## config.mk

```make
export PLATFORM = sky130hd
export DESIGN_NAME = hpc_port
export DESIGN_NICKNAME = d
export VERILOG_FILES = /design/src/inc/hpc_pkg.sv /design/src/hdl/hpc_port.sv /design/src/hdl/hpc_sync.sv
export SDC_FILE = /design/constraint.sdc
export NUM_CORES = 1
export LEC_CHECK = 0
export BUFFER_PORTS_ARGS = -buffer_cell sky130_fd_sc_hd__buf_2
export CAP_MARGIN = 10
export CORE_AREA = 10 10 153 155
export CTS_BUF_LIST = sky130_fd_sc_hd__clkbuf_2 sky130_fd_sc_hd__clkbuf_4 sky130_fd_sc_hd__clkbuf_8
export DETAILED_ROUTE_END_ITERATION = 6
export DIE_AREA = 0 0 163 165
export SKIP_CTS_REPAIR_TIMING = 1
export SYNTH_ARGS = -nofsm -noshare
export SYNTH_HDL_FRONTEND = slang
export SYNTH_SLANG_ARGS = --single-unit
```

## constraint.sdc

```tcl
create_clock -name clk_sys -period 1.8 [get_ports clk_sys]
set_clock_uncertainty 0.15 [all_clocks]
set_input_delay 0.18 -clock clk_sys [delete_from_list [all_inputs] [get_ports clk_sys]]
set_output_delay 0.18 -clock clk_sys [all_outputs]
set_load 0.02 [all_outputs]
```

## src/inc/hpc_pkg.sv

```systemverilog
// Shared types and constants for the host port pin control block.
// Assumes one core clock domain; all host pins are asynchronous to it.
package hpc_pkg;

  // Register select codes on {reg_select_hi, reg_select_lo}
  localparam logic [1:0] HPC_SEL_CTL = 2'h0;
  localparam logic [1:0] HPC_SEL_DATA_INC = 2'h1;
  localparam logic [1:0] HPC_SEL_ADDR = 2'h2;
  localparam logic [1:0] HPC_SEL_DATA = 2'h3;

  // Direction level meaning read
  localparam logic HPC_DIR_READ = 1'b1;
  // Byte half select level for the first (high) byte
  localparam logic HPC_BIL_FIRST = 1'b0;
  // Control word bit holding the host interrupt flag
  localparam int HPC_CTL_IRQ_BIT = 2;
  localparam logic [15:0] HPC_WORD_ZERO = 16'h0000;
  localparam logic [15:0] HPC_ADDR_STEP = 16'h0001;
  localparam logic [7:0] HPC_BYTE_ZERO = 8'h00;

  // Pin group as seen after synchronising
  typedef struct packed {
    logic cs_n;
    logic ds_a;
    logic ds_b;
    logic as_n;
    logic dir;
    logic sel_hi;
    logic sel_lo;
    logic bil;
    logic strap;
    logic emu_n;
    logic [7:0] data;
  } hpc_pins_t;

  // Request to the core memory side
  typedef struct packed {
    logic valid;
    logic write;
    logic [15:0] addr;
    logic [15:0] wdata;
  } hpc_req_t;

  // Whole state of the port
  typedef struct packed {
    logic in_reset;
    logic enabled;
    logic stb_d;
    logic as_d;
    logic [1:0] op_sel;
    logic op_read;
    logic op_bil;
    logic [7:0] wlatch;
    logic [15:0] wword;
    logic [15:0] addr;
    logic [15:0] rbuf;
    logic ctl_irq;
    hpc_req_t req;
    logic [7:0] data_out;
    logic data_oe;
    logic ready;
    logic rdy_oe;
    logic irq_pin;
    logic irq_oe;
    logic pull_en;
  } hpc_state_t;

  localparam hpc_state_t HPC_STATE_RST = '{
    in_reset: 1'b1, enabled: 1'b0, stb_d: 1'b0, as_d: 1'b1,
    op_sel: HPC_SEL_CTL, op_read: 1'b0, op_bil: 1'b0,
    wlatch: HPC_BYTE_ZERO, wword: HPC_WORD_ZERO, addr: HPC_WORD_ZERO,
    rbuf: HPC_WORD_ZERO, ctl_irq: 1'b0,
    req: '{valid: 1'b0, write: 1'b0, addr: HPC_WORD_ZERO,
           wdata: HPC_WORD_ZERO},
    data_out: HPC_BYTE_ZERO, data_oe: 1'b0, ready: 1'b0, rdy_oe: 1'b0,
    irq_pin: 1'b1, irq_oe: 1'b1, pull_en: 1'b0
  };

endpackage

```

## src/hdl/hpc_port.sv

```systemverilog
// Host port pin control: strobes, address latch, ready, interrupt pin.
// Assumes a core memory side that answers each request with core_done.
// Operation
// - Data strobes from host time and control each transfer.
// - Address strobe falling edge latches presented byte into address.
// - Direction input level chooses read or write per transfer.
// - Ready tells host when the next transfer may start.
// - Interrupt pin driven high while in reset, interrupts host otherwise.
// - Disabled port hands interrupt pin to the timer one output.
// - Strap sampled at reset release and latched as enabled state.
// - Low or floating strap during reset disables the port.
// - Strap ignored after that until the next reset.
// - Input pull-ups enabled only when the strap reads zero.
// - Ready pin, and interrupt pin outside reset, float while emulation-off is low.
// - Register select inputs steer access to one of three registers.
// - Byte half select marks first or second byte of a word.
// - Data bus floats unless driving read data with emulation-off high.
`timescale 1ns/1ps
module hpc_port import hpc_pkg::*; (
  input wire logic clk_sys,
  input wire logic rst_b,
  input wire logic port_select_n,
  input wire logic xfer_strobe_a,
  input wire logic xfer_strobe_b,
  input wire logic addr_latch_n,
  input wire logic xfer_direction,
  input wire logic reg_select_lo,
  input wire logic reg_select_hi,
  input wire logic byte_half_select,
  input wire logic [7:0] host_data_in,
  input wire logic port_enable_strap,
  input wire logic emu_float_n,
  input wire logic timer_one_in,
  input wire logic core_irq_set,
  input wire logic core_done,
  input wire logic [15:0] core_rdata,
  output logic [7:0] host_data_out,
  output logic host_data_oe,
  output logic port_ready_out,
  output logic port_ready_oe,
  output logic host_irq_out,
  output logic host_irq_oe,
  output logic pullup_en,
  output logic port_enabled,
  output hpc_req_t core_req
);
  hpc_pins_t pins_raw;
  hpc_pins_t pins;
  logic [$bits(hpc_pins_t)-1:0] pins_q;
  hpc_state_t st;
  hpc_state_t next_st;
  logic stb_act;
  logic stb_start;
  logic stb_end;
  logic as_fall;
  logic rd_now;
  logic [1:0] sel;

  // Pick one byte of a word by half select
  function automatic logic [7:0] get_byte(input logic [15:0] w,
                                          input logic bil);
    get_byte = (bil == HPC_BIL_FIRST) ? w[15:8] : w[7:0];
  endfunction

  // Replace one byte of a word by half select
  function automatic logic [15:0] put_byte(input logic [15:0] w,
                                           input logic bil,
                                           input logic [7:0] b);
    put_byte = (bil == HPC_BIL_FIRST) ? {b, w[7:0]} : {w[15:8], b};
  endfunction

  // Pins pass two flops before use
  assign pins_raw = '{cs_n: port_select_n, ds_a: xfer_strobe_a,
                      ds_b: xfer_strobe_b, as_n: addr_latch_n,
                      dir: xfer_direction, sel_hi: reg_select_hi,
                      sel_lo: reg_select_lo, bil: byte_half_select,
                      strap: port_enable_strap, emu_n: emu_float_n,
                      data: host_data_in};

  hpc_sync #(.W($bits(hpc_pins_t))) u_sync (
    .clk_sys(clk_sys),
    .d(pins_raw),
    .q(pins_q)
  );
  assign pins = hpc_pins_t'(pins_q);

  // Access window and its edges
  assign sel = {pins.sel_hi, pins.sel_lo};
  assign stb_act = st.enabled && !pins.cs_n &&
                   (!pins.ds_a || !pins.ds_b);
  assign stb_start = stb_act && !st.stb_d;
  assign stb_end = !stb_act && st.stb_d;
  assign as_fall = st.enabled && !pins.as_n && st.as_d;
  assign rd_now = stb_act && (pins.dir == HPC_DIR_READ);

  // Next state of the whole port
  always_comb begin
    next_st = st;
    next_st.in_reset = 1'b0;
    next_st.stb_d = stb_act;
    next_st.as_d = pins.as_n;
    if (st.in_reset) begin
      next_st.enabled = pins.strap;
    end
    if (as_fall) begin
      next_st.addr = put_byte(st.addr, pins.bil, pins.data);
    end
    // Strobe start: note the access, take write bytes
    if (stb_start) begin
      next_st.op_sel = sel;
      next_st.op_read = (pins.dir == HPC_DIR_READ);
      next_st.op_bil = pins.bil;
      if (pins.dir != HPC_DIR_READ) begin
        case (sel)
          HPC_SEL_ADDR: begin
            next_st.addr = put_byte(st.addr, pins.bil, pins.data);
          end
          HPC_SEL_CTL: begin
            if (pins.bil != HPC_BIL_FIRST &&
                pins.data[HPC_CTL_IRQ_BIT]) begin
              next_st.ctl_irq = 1'b0;
            end
          end
          default: begin
            if (pins.bil == HPC_BIL_FIRST) begin
              next_st.wlatch = pins.data;
            end else begin
              next_st.wword = {st.wlatch, pins.data};
            end
          end
        endcase
      end
    end
    // Core answer ends the internal transfer
    if (st.req.valid && core_done) begin
      next_st.req.valid = 1'b0;
      if (!st.req.write) begin
        next_st.rbuf = core_rdata;
      end
    end
    // Strobe end: launch the internal transfer
    if (stb_end && st.op_bil != HPC_BIL_FIRST) begin
      case (st.op_sel)
        HPC_SEL_DATA, HPC_SEL_DATA_INC: begin
          if (!st.op_read) begin
            next_st.req = '{valid: 1'b1, write: 1'b1, addr: st.addr,
                            wdata: st.wword};
            if (st.op_sel == HPC_SEL_DATA_INC) begin
              next_st.addr = st.addr + HPC_ADDR_STEP;
            end
          end else if (st.op_sel == HPC_SEL_DATA_INC) begin
            next_st.addr = st.addr + HPC_ADDR_STEP;
            next_st.req = '{valid: 1'b1, write: 1'b0,
                            addr: st.addr + HPC_ADDR_STEP,
                            wdata: HPC_WORD_ZERO};
          end
        end
        HPC_SEL_ADDR: begin
          if (!st.op_read) begin
            next_st.req = '{valid: 1'b1, write: 1'b0, addr: st.addr,
                            wdata: HPC_WORD_ZERO};
          end
        end
        default: begin
        end
      endcase
    end
    // Core raise wins over host clear
    if (core_irq_set) begin
      next_st.ctl_irq = 1'b1;
    end
    // Read data onto the bus
    case (sel)
      HPC_SEL_CTL: begin
        next_st.data_out = get_byte({13'h0000, st.ctl_irq, 2'h0}, pins.bil);
      end
      HPC_SEL_ADDR: begin
        next_st.data_out = get_byte(st.addr, pins.bil);
      end
      default: begin
        next_st.data_out = get_byte(st.rbuf, pins.bil);
      end
    endcase
    next_st.data_oe = rd_now && pins.emu_n;
    next_st.ready = next_st.enabled && !next_st.req.valid;
    next_st.rdy_oe = pins.emu_n;
    next_st.irq_oe = pins.emu_n;
    next_st.irq_pin = next_st.enabled ? !next_st.ctl_irq
                                      : timer_one_in;
    next_st.pull_en = !next_st.enabled;
  end

  // State register, reset drives interrupt pin high
  always_ff @(posedge clk_sys) begin
    if (!rst_b) begin
      st <= HPC_STATE_RST;
    end else begin
      st <= next_st;
    end
  end

  // Outputs straight from state
  assign host_data_out = st.data_out;
  assign host_data_oe = st.data_oe;
  assign port_ready_out = st.ready;
  assign port_ready_oe = st.rdy_oe;
  assign host_irq_out = st.irq_pin;
  assign host_irq_oe = st.irq_oe;
  assign pullup_en = st.pull_en;
  assign port_enabled = st.enabled;
  assign core_req = st.req;
endmodule

```

## src/hdl/hpc_sync.sv

```systemverilog
// Two-stage synchroniser for a vector of asynchronous pins.
// Assumes each bit is used on its own; no multi-bit coherence given.
`timescale 1ns/1ps
module hpc_sync #(
  parameter int W = 8
) (
  input wire logic clk_sys,
  input wire logic [W-1:0] d,
  output logic [W-1:0] q
);
  typedef struct packed {
    logic [W-1:0] s1;
    logic [W-1:0] s2;
  } hpc_sync_st_t;

  hpc_sync_st_t st;
  hpc_sync_st_t next_st;

  // First stage feeds only the second
  always_comb begin
    next_st.s1 = d;
    next_st.s2 = st.s1;
  end

  // No reset so strap levels pass through during reset
  always_ff @(posedge clk_sys) begin
    st <= next_st;
  end

  assign q = st.s2;
endmodule

```

==> metrics.csv, run 1 <==
stage,metric,value,unit
setup_path,Setup crit start kind,register,
yosys,top-area cell type share of the netlist area,49.6,%
route,DRC violation total after the first TritonRoute iteration,319,
route,wire per inst,15.9,um
route,vias,5176,
setup_path,worst setup path category,reg -> reg,
global_routing,total global-route track usage,12.5,%
outcome,status,"finished, violations left",
final_layout,"Core Util, Final",39.2,%
yosys,Mapped Cells,675,
setup_path,worst-path cell chain,and2b_2 > buf_4 > nand3_2 > a211o_4 > o21ai_2 > a211oi_2,
timing,PnR worst setup slack,-33.5,ps
route,final WL,17300,um
hold_path,worst min path class,reg -> reg,
final_layout,synth-to-layout area growth,31.5,%
yosys,"EDFF count, synth",0,
setup_path,CP arrival,2020,ps
route,drt via density,4.77,
yosys,Synth Area per Inst,8.91,um^2
power_and_ir_drop,pwr dens,827,mW/mm^2
power_and_ir_drop,switching fraction of total power,24.9,%
final_layout,register area,0.00300,mm^2
setup_path,"setup slack, reg-to-reg",-30,ps
outcome,violations in the final reports,negative setup slack,
route,Post-DRT Antenna Nets,0,
yosys,mapped cell area,0.00601,mm^2
final_layout,Diodes inserted,0,
yosys,Synth area leader,dfxtp_1,
route,DRT Pass-1 Iters,5,
job,Max Cap Viol,0,
clocking,Max H-tree Level,4,
setup_path,crit end category,register,
floorplanning,DIE HEIGHT,165,um
clocking,total CTS buffers,17,
setup_path,CP max stage delay,450,ps
yosys,synthesis-stage register bit count,149,
final_layout,area of the multi-input gates,0.00264,mm^2
power_and_ir_drop,worst vdd ir,0.000526,V
clocking,Clock Latency Late Sink,460,ps
timing,Slew @ Worst Pin,393,ps
placed_design,post-DP HPWL,12400,um
floorplanning,Die ar.,0.0269,mm^2
yosys,ys async rst share,0,%
global_routing,vias in the first global route,4753,
placed_design,port bufs,87,
global_routing,largest net degree at the start of global routing,71,
setup_path,Slowest cell on crit path,a211o_4,
power_and_ir_drop,combinational share of power,6.2,%
yosys,Synth Net Count,715,
final_layout,fin area,0.00791,mm^2
clocking,clock sink count,149,
yosys,Yosys Warn Count,0,
setup_path,Crit Path Max Fanout,7,
power_and_ir_drop,Clk pwr share,41.5,%
final_layout,most frequent cells in the layout,"dfxtp_1, buf_2, nand2_1, buf_4, nor2_1",
global_routing,first-pass GRT wire length,26500,um
timing,unrepaired setup endpoints after global routing,yes,
timing,period utilisation layout,102,%
yosys,main area contributors after synthesis,"dfxtp_1, buf_4, nand2_1, o21ai_0, a21oi_1",
timing,Setup Viol. Count Final,5,
final_layout,"most common cell after layout, fill and taps aside",dfxtp_1,
power_and_ir_drop,Leak Pwr,0.00320,uW
timing,max frequency,0.545,GHz
floorplanning,I/O Pins,88,
placed_design,"Cell Area, Placed",0.00679,mm^2
power_and_ir_drop,Reg power frac,52.4,%
final_layout,final net count,844,
yosys,"Top FF cell, synth",dfxtp_1,
clocking,clock buffer depth,2,
power_and_ir_drop,P_int,4910,uW
timing,relative slew slack,73.8,%
timing,final hold vios,0,
floorplanning,die width,163,um
floorplanning,Starting Density,29.8,%
final_layout,fraction of layout cells with a size suffix above 1,31.3,%
final_layout,Filler Cells Inserted,2050,
yosys,"Distinct cells, synth",60,
clocking,CTS tree,built,
setup_path,worst path required time,1980,ps
yosys,sequential share of the synthesized area,49.6,%
floorplanning,std cell rows,52,
route,Residual DRC,0,
timing,TNS Setup,-80.6,ps
global_routing,gr ovfl total,0,
global_routing,initial antenna violation count,0,
timing,WHS,173,ps
floorplanning,core area,0.0202,mm^2
clocking,"CTS clk-pin slew, worst paths",100,ps
placed_design,Routability Congestion,0.919,
timing,max-slew violation count,0,
placed_design,pre-CTS setup slack,-18.0,ps
timing,post-route minimum period,1830,ps
power_and_ir_drop,Net Switching,1620,uW
clocking,clk root buf,clkbuf_8,
-- Yosys cell counts (9+ instances only) --
cell / instances
buf_2: 10
a31oi_1: 10
nor3_1: 23
nor2_1: 57
nand2_1: 72
nand2b_1: 9
a21oi_1: 47
nand3_1: 38
buf_4: 45
clkbuf_1: 23
dfxtp_1: 149
o21ai_0: 50
mux2i_1: 13
a22oi_1: 17
-- stage by stage --
stage / instances / total power (uW)
2_1_floorplan: 675 / 3660
3_3_place_gp: 1005 / 3810
3_5_place_dp: 1005 / 3810
4_1_cts: 1036 / 6510
5_1_grt: 1086 / 6770
6_report: 1086 / 6540
-- power by group through the flow --
stage / clock [uW] / sequential [uW] / combinational, uW
CTS: 2780 / 3420 / 316
global placement: 0 / 3500 / 316
global route: 2900 / 3430 / 439
finish: 2710 / 3420 / 403
detailed placement: 0 / 3500 / 316
floorplan: 0 / 3480 / 174
-- worst paths after layout --
kind,from,endpoint,cells past startpoint
worst max-delay path,port_enabled,st[76],6
worst max register to register,port_enabled,st[76],6
worst min-delay path,u_sync.next_st[13],u_sync.q[13],0
worst min register to register,u_sync.next_st[13],u_sync.q[13],0
-- critical path: cells and delay by family (launching register included) --
| kind | cells | cell delay [ps] |
|---|---|---|
| simple gates | 2 | 380 |
| flops | 1 | 390 |
| compound gates | 3 | 660 |
| buf+inv | 1 | 130 |
-- final cells by class --
type | instances | share of cell area (%)
clock buffers | 20 | 3.40
multi-input cells | 429 | 33.4
flip-flops and latches | 149 | 38.0
inverters | 7 | 0.332
well taps | 270 | 4.27
repair buffers | 200 | 18.8
clock inverters | 11 | 1.80
-- sequential cells by signal (all words and copies together) (netlist names) --
| name | cells |
|---|---|
| st | 64 |
| core_req | 34 |
| u_sync.next_st | 18 |
| u_sync.q | 18 |
| host_data_out | 8 |
| host_data_oe | 1 |
| host_irq_oe | 1 |
| host_irq_out | 1 |
| port_enabled | 1 |
| port_ready_oe | 1 |
| port_ready_out | 1 |
| pullup_en | 1 |
-- metal layers --
metal | GRT usage, % | wire length [um]
met4 | 4.26 | 223
met5 | 0 | 0
met3 | 3.91 | 1240
met2 | 18.8 | 7740
met1 | 16.6 | 8080
-- cell families (layout without fill, tap and decap cells) --
| kind of cell | count (synthesis) | count (layout) | share of synthesized area [%] |
|---|---|---|---|
| AO/OA/AOI/OAI | 166 | 166 | 17.1 |
| flip-flops | 149 | 149 | 49.6 |
| XOR/XNOR | 1 | 1 | 0.146 |
| AND/OR/NAND/NOR | 241 | 241 | 20.0 |
| buffers and inverters | 97 | 238 | 9.43 |
| multiplexers | 20 | 20 | 3.47 |
| adder cells (fa/ha/maj) | 1 | 1 | 0.208 |
Power figures use the tool's default switching activity.
==> inputs of run 2 (changes only) <==
- GPL_TIMING_DRIVEN: default -> 1
- PLACE_DENSITY: default -> 0.57
==> run 2 against run 1 <==
  * The run now ends clean
  * Critical path depth down 1
  * Clock-buffer cell count down 1
  * Non-clock buffer count down 4
  * Register-to-register slack better by 40 ps
  * Wire length up 1.6%
  * Die area unchanged
  * Hold slack worse by 120 ps
  * Global-route usage up 0.34 points
  * Flip-flop and latch count unchanged
  * Critical path type unchanged
==> metrics.csv, run 2 (synthesis gave the netlist of run 1 again) <==
stage,metric,value,unit,change
floorplanning,Starting Density,29.8,%,unchanged
timing,unrepaired setup endpoints after global routing,yes,,
timing,period utilisation layout,99.6,%,-2.2 points
timing,Slew @ Worst Pin,439,ps,+46.3 ps
floorplanning,DIE HEIGHT,165,um,unchanged
global_routing,initial antenna violation count,0,,unchanged
timing,final hold vios,0,,unchanged
final_layout,final net count,840,,-0.47%
hold_path,Hold Path End,st[109],,
setup_path,worst path required time,1970,ps,about the same
placed_design,post-DP HPWL,12500,um,+1.2%
setup_path,reg2reg start,u_sync.q[13],,
route,DRC violation total after the first TritonRoute iteration,341,,+6.9%
power_and_ir_drop,Net Switching,1570,uW,-3.5%
setup_path,worst setup path category,reg -> reg,,
clocking,CTS tree,built,,
power_and_ir_drop,combinational share of power,6.0,%,-0.2 points
placed_design,Routability Congestion,0.900,,-2.1%
route,vias,5063,,-2.2%
setup_path,cells on worst reg2reg path,5,,-1
timing,max-slew violation count,0,,unchanged
clocking,clock sink count,149,,unchanged
timing,post-route minimum period,1790,ps,-40.4 ps
timing,PnR worst setup slack,6.92,ps,+40.4 ps
hold_path,worst hold start,rst_b,,
global_routing,first-pass GRT wire length,26900,um,+1.7%
global_routing,largest net degree at the start of global routing,53,,-25%
final_layout,synth-to-layout area growth,30.6,%,
power_and_ir_drop,Clk pwr share,42.6,%,+1.1 points
route,final WL,17600,um,+1.6%
timing,relative slew slack,70.7,%,-3.1 points
final_layout,most frequent cells in the layout,"dfxtp_1, buf_2, nand2_1, buf_4, nor2_1",,
route,Residual DRC,0,,unchanged
floorplanning,die width,163,um,unchanged
global_routing,gr ovfl total,0,,unchanged
setup_path,CP arrival,1960,ps,-60 ps
floorplanning,Die ar.,0.0269,mm^2,unchanged
placed_design,port bufs,87,,unchanged
global_routing,vias in the first global route,4871,,+2.5%
setup_path,Critical R2R Capture,st[79],,
final_layout,Largest register FFs,64,,unchanged
power_and_ir_drop,P_int,5100,uW,+3.8%
floorplanning,core area,0.0202,mm^2,unchanged
final_layout,"most common cell after layout, fill and taps aside",dfxtp_1,,
hold_path,worst min path class,in -> reg,,
clocking,"CTS clk-pin slew, worst paths",80,ps,-20 ps
floorplanning,std cell rows,52,,unchanged
clocking,total CTS buffers,17,,unchanged
clocking,clk root buf,clkbuf_8,,
final_layout,fraction of layout cells with a size suffix above 1,30.7,%,-0.55 points
global_routing,total global-route track usage,12.8,%,+0.34 points
job,Max Cap Viol,0,,unchanged
setup_path,Crit Path Max Fanout,7,,unchanged
setup_path,Setup crit start kind,register,,
power_and_ir_drop,switching fraction of total power,23.5,%,-1.3 points
timing,max frequency,0.558,GHz,+2.3%
timing,WHS,53.0,ps,-120 ps
final_layout,Diodes inserted,0,,unchanged
route,drt via density,4.68,,-1.7%
clocking,Max H-tree Level,4,,unchanged
placed_design,pre-CTS setup slack,-22.7,ps,-4.72 ps
final_layout,Largest Register,st,,
power_and_ir_drop,Reg power frac,51.3,%,-1.1 points
route,Post-DRT Antenna Nets,0,,unchanged
timing,Setup Viol. Count Final,0,,-5
setup_path,"setup slack, reg-to-reg",7,ps,+40 ps
final_layout,Filler Cells Inserted,2093,,+2.1%
outcome,status,completed,,
power_and_ir_drop,pwr dens,849,mW/mm^2,+2.8%
route,wire per inst,16.2,um,+2.1%
power_and_ir_drop,Leak Pwr,0.00317,uW,-0.71%
clocking,Clock Latency Late Sink,460,ps,about the same
power_and_ir_drop,worst vdd ir,0.000457,V,-13%
final_layout,register area,0.00301,mm^2,+0.17%
route,DRT Pass-1 Iters,5,,unchanged
setup_path,crit end category,register,,
hold_path,hold depth,3,,+3
floorplanning,I/O Pins,88,,unchanged
final_layout,area of the multi-input gates,0.00260,mm^2,-1.5%
clocking,clock buffer depth,2,,unchanged
==> run 2: cell types whose count changed in the layout (fill, tap and decap cells not counted), sizes merged <==
cell           before  now
clkinv              3    4
inv                12    9
dlygate4sd3        38   37
buf               161  159
clkbuf             20   19
bufinv              2    4
clkdlybuf4s15       1    0
==> run 2: power by group through the flow <==
stage / Clock, uW / Sequential [uW] / Combinational [uW]
final: 2840 / 3420 / 403
after global placement: 0 / 3500 / 325
after detailed placement: 0 / 3500 / 326
after floorplan: 0 / 3480 / 174
after global routing: 3050 / 3430 / 441
after CTS: 2920 / 3420 / 327
==> run 2: worst max-delay path by stage <==
stage          slack (ps)    startpoint      to
2_1_floorplan         0.2  port_enabled  st[71]
3_3_place_gp          -40        st[65]  st[77]
3_5_place_dp          -20        st[65]  st[77]
4_1_cts               -70        st[65]  st[77]
5_1_grt               -60  u_sync.q[13]  st[79]
6_report                7  u_sync.q[13]  st[79]
==> run 2: routing by layer <==
layer | GRT usage (%) | up-vias | wire length, um
met2 | 18.8 | 144 | 7650
met1 | 17.3 | 2319 | 8460
met5 | 0 | - | 0
li1 | - | 2579 | -
met3 | 3.81 | 21 | 1120
met4 | 5.08 | 0 | 333
==> run 2: through the flow <==
| stage | cells | area [um^2] | power [uW] | util (%) | TNS, ps |
|---|---|---|---|---|---|
| 4_1_cts | 1037 | 7250 | 6660 | 35.9 | -203 |
| 2_1_floorplan | 675 | 6010 | 3660 | - | 0 |
| 3_3_place_gp | 1007 | 6820 | 3820 | 33.8 | -42.4 |
| 5_1_grt | 1081 | 7850 | 6930 | 38.9 | -625 |
| 6_report | 1081 | 7850 | 6670 | 38.9 | 0 |
| 3_5_place_dp | 1007 | 6820 | 3820 | 33.8 | -31.4 |
==> run 2: cell type report <==
cell class / count / area share, %
Inverter: 7 / 0.335
Clock inverter: 11 / 2.25
Multi-Input combinational cell: 429 / 33.2
Tap cell: 270 / 4.30
Sequential cell: 149 / 38.3
Clock buffer: 19 / 3.17
Timing Repair Buffer: 196 / 18.5
==> run 2: critical path: stages (launching register included) <==
cell      delay (ps)
dfxtp_4          370
nor4b_4          350
nand3_4          170
a211o_4          410
o21ai_1          150
a311oi_1          60
==> inputs of run 3 (changes only) <==
- HOLD_SLACK_MARGIN: default -> 0.1
==> run 3 against run 2 <==
  * Non-clock buffer count is 1 higher
  * Clock power hardly changed
  * Sequential share of layout area hardly changed
  * Power hardly changed
  * Final cell count hardly changed
  * Core utilization hardly changed
  * Combinational power hardly changed
  * Hold slack better by 120 ps
  * Critical endpoint unchanged
  * Largest power group unchanged
==> metrics.csv, run 3 (synthesis gave the netlist of run 1 again) <==
stage,metric,value,unit,change
setup_path,Setup crit start kind,register,,
placed_design,"Cell Area, Placed",0.00682,mm^2,unchanged
global_routing,total global-route track usage,12.8,%,unchanged
power_and_ir_drop,P_int,5100,uW,about the same
floorplanning,std cell rows,52,,unchanged
final_layout,fin area,0.00786,mm^2,+0.13%
floorplanning,DIE HEIGHT,165,um,unchanged
floorplanning,die width,163,um,unchanged
setup_path,CP Buf/Inv Count,0,,unchanged
final_layout,most frequent cells in the layout,"dfxtp_1, buf_2, nand2_1, buf_4, nor2_1",,
setup_path,worst-path cell chain,nor4b_4 > nand3_4 > a211o_4 > o21ai_1 > a311oi_1,,
hold_path,worst min path class,reg -> reg,,
route,Residual DRC,0,,unchanged
power_and_ir_drop,Leak Pwr,0.00318,uW,+0.13%
job,Max Cap Viol,0,,unchanged
global_routing,gr ovfl total,0,,unchanged
timing,final hold vios,0,,unchanged
route,DRC violation total after the first TritonRoute iteration,364,,+6.7%
final_layout,fraction of layout cells with a size suffix above 1,30.7,%,-0.038 points
setup_path,Crit path max-delay family,compound AO/OA/AOI/OAI gates,,
clocking,clock sink count,149,,unchanged
setup_path,crit end category,register,,
placed_design,port bufs,87,,unchanged
setup_path,Slowest cell on crit path,a211o_4,,
power_and_ir_drop,combinational share of power,6.1,%,about the same
power_and_ir_drop,pwr dens,849,mW/mm^2,about the same
timing,period utilisation layout,99.6,%,about the same
clocking,Max H-tree Level,4,,unchanged
global_routing,largest net degree at the start of global routing,53,,unchanged
route,vias,5037,,-0.51%
setup_path,CP arrival,1960,ps,about the same
clocking,CTS tree,built,,
timing,unrepaired setup endpoints after global routing,yes,,
setup_path,Crit Path Max Fanout,7,,unchanged
global_routing,vias in the first global route,4871,,unchanged
floorplanning,core area,0.0202,mm^2,unchanged
power_and_ir_drop,Net Switching,1570,uW,+0.19%
clocking,clock buffer depth,2,,unchanged
route,final WL,17600,um,+0.19%
timing,Slew @ Worst Pin,424,ps,-15.1 ps
placed_design,post-DP HPWL,12500,um,unchanged
floorplanning,Die ar.,0.0269,mm^2,unchanged
route,Post-DRT Antenna Nets,0,,unchanged
final_layout,Largest Register,st,,
global_routing,initial antenna violation count,0,,unchanged
floorplanning,Starting Density,29.8,%,unchanged
setup_path,worst path required time,1970,ps,about the same
clocking,total CTS buffers,17,,unchanged
clocking,"CTS clk-pin slew, worst paths",80,ps,about the same
route,wire per inst,16.3,um,about the same
timing,post-route minimum period,1790,ps,-0.0877 ps
timing,relative slew slack,71.5,%,+0.81 points
timing,Setup Viol. Count Final,0,,unchanged
setup_path,worst setup path category,reg -> reg,,
timing,max frequency,0.558,GHz,about the same
power_and_ir_drop,worst vdd ir,0.000457,V,about the same
power_and_ir_drop,switching fraction of total power,23.5,%,+0.029 points
power_and_ir_drop,Clk pwr share,42.6,%,about the same
route,drt via density,4.66,,-0.61%
final_layout,Largest register FFs,64,,unchanged
global_routing,first-pass GRT wire length,26900,um,unchanged
clocking,Clock Latency Late Sink,460,ps,about the same
final_layout,synth-to-layout area growth,30.8,%,
final_layout,final net count,841,,+0.12%
placed_design,Routability Congestion,0.900,,unchanged
floorplanning,I/O Pins,88,,unchanged
final_layout,"most common cell after layout, fill and taps aside",dfxtp_1,,
timing,TNS Setup,0,ps,unchanged
outcome,status,completed,,
route,DRT Pass-1 Iters,5,,unchanged
power_and_ir_drop,Reg power frac,51.3,%,about the same
clocking,clk root buf,clkbuf_8,,
final_layout,Diodes inserted,0,,unchanged
timing,max-slew violation count,0,,unchanged
setup_path,CP max stage delay,410,ps,about the same
run 3: power groups by stage:
| stage | combinational, uW | sequential, uW | clock, uW |
|---|---|---|---|
| 2_1_floorplan | 174 | 3480 | 0 |
| 3_3_place_gp | 325 | 3500 | 0 |
| 3_5_place_dp | 326 | 3500 | 0 |
| 4_1_cts | 327 | 3420 | 2920 |
| 5_1_grt | 443 | 3430 | 3050 |
| 6_report | 405 | 3420 | 2850 |
run 3: final timing paths:
kind,startpoint,to,slack (ps),cells after the start
setup / recovery,u_sync.q[13],st[79],7,5
hold / removal,u_sync.next_st[13],u_sync.q[13],170,0
setup reg to reg,u_sync.q[13],st[79],7,5
hold reg to reg,u_sync.next_st[13],u_sync.q[13],170,0
run 3: final cells by class:
type	instances	area, um^2
fillers	2092	12300
flip-flops and latches	149	3010
multi-input cells	429	2600
repair buffers	197	1460
well taps	270	338
clock buffers	19	249
clock inverters	11	176
inverters	7	26.3
run 3: metrics by stage:
stage	utilization, %	worst slack, ps	total power [uW]	cells	hold slack [ps]
3_3_place_gp	33.8	-42.4	3820	1007	132
4_1_cts	35.9	-68.2	6660	1037	-366
6_report	39.0	7.01	6670	1082	175
5_1_grt	39.0	-64.4	6930	1082	178
2_1_floorplan	-	0.205	3660	675	57.7
3_5_place_dp	33.8	-22.7	3820	1007	134
run 3: routing by layer:
metal	wire (um)	track usage, %
met5	0	0
met4	346	5.08
met3	1200	3.81
met2	7630	18.8
met1	8420	17.3
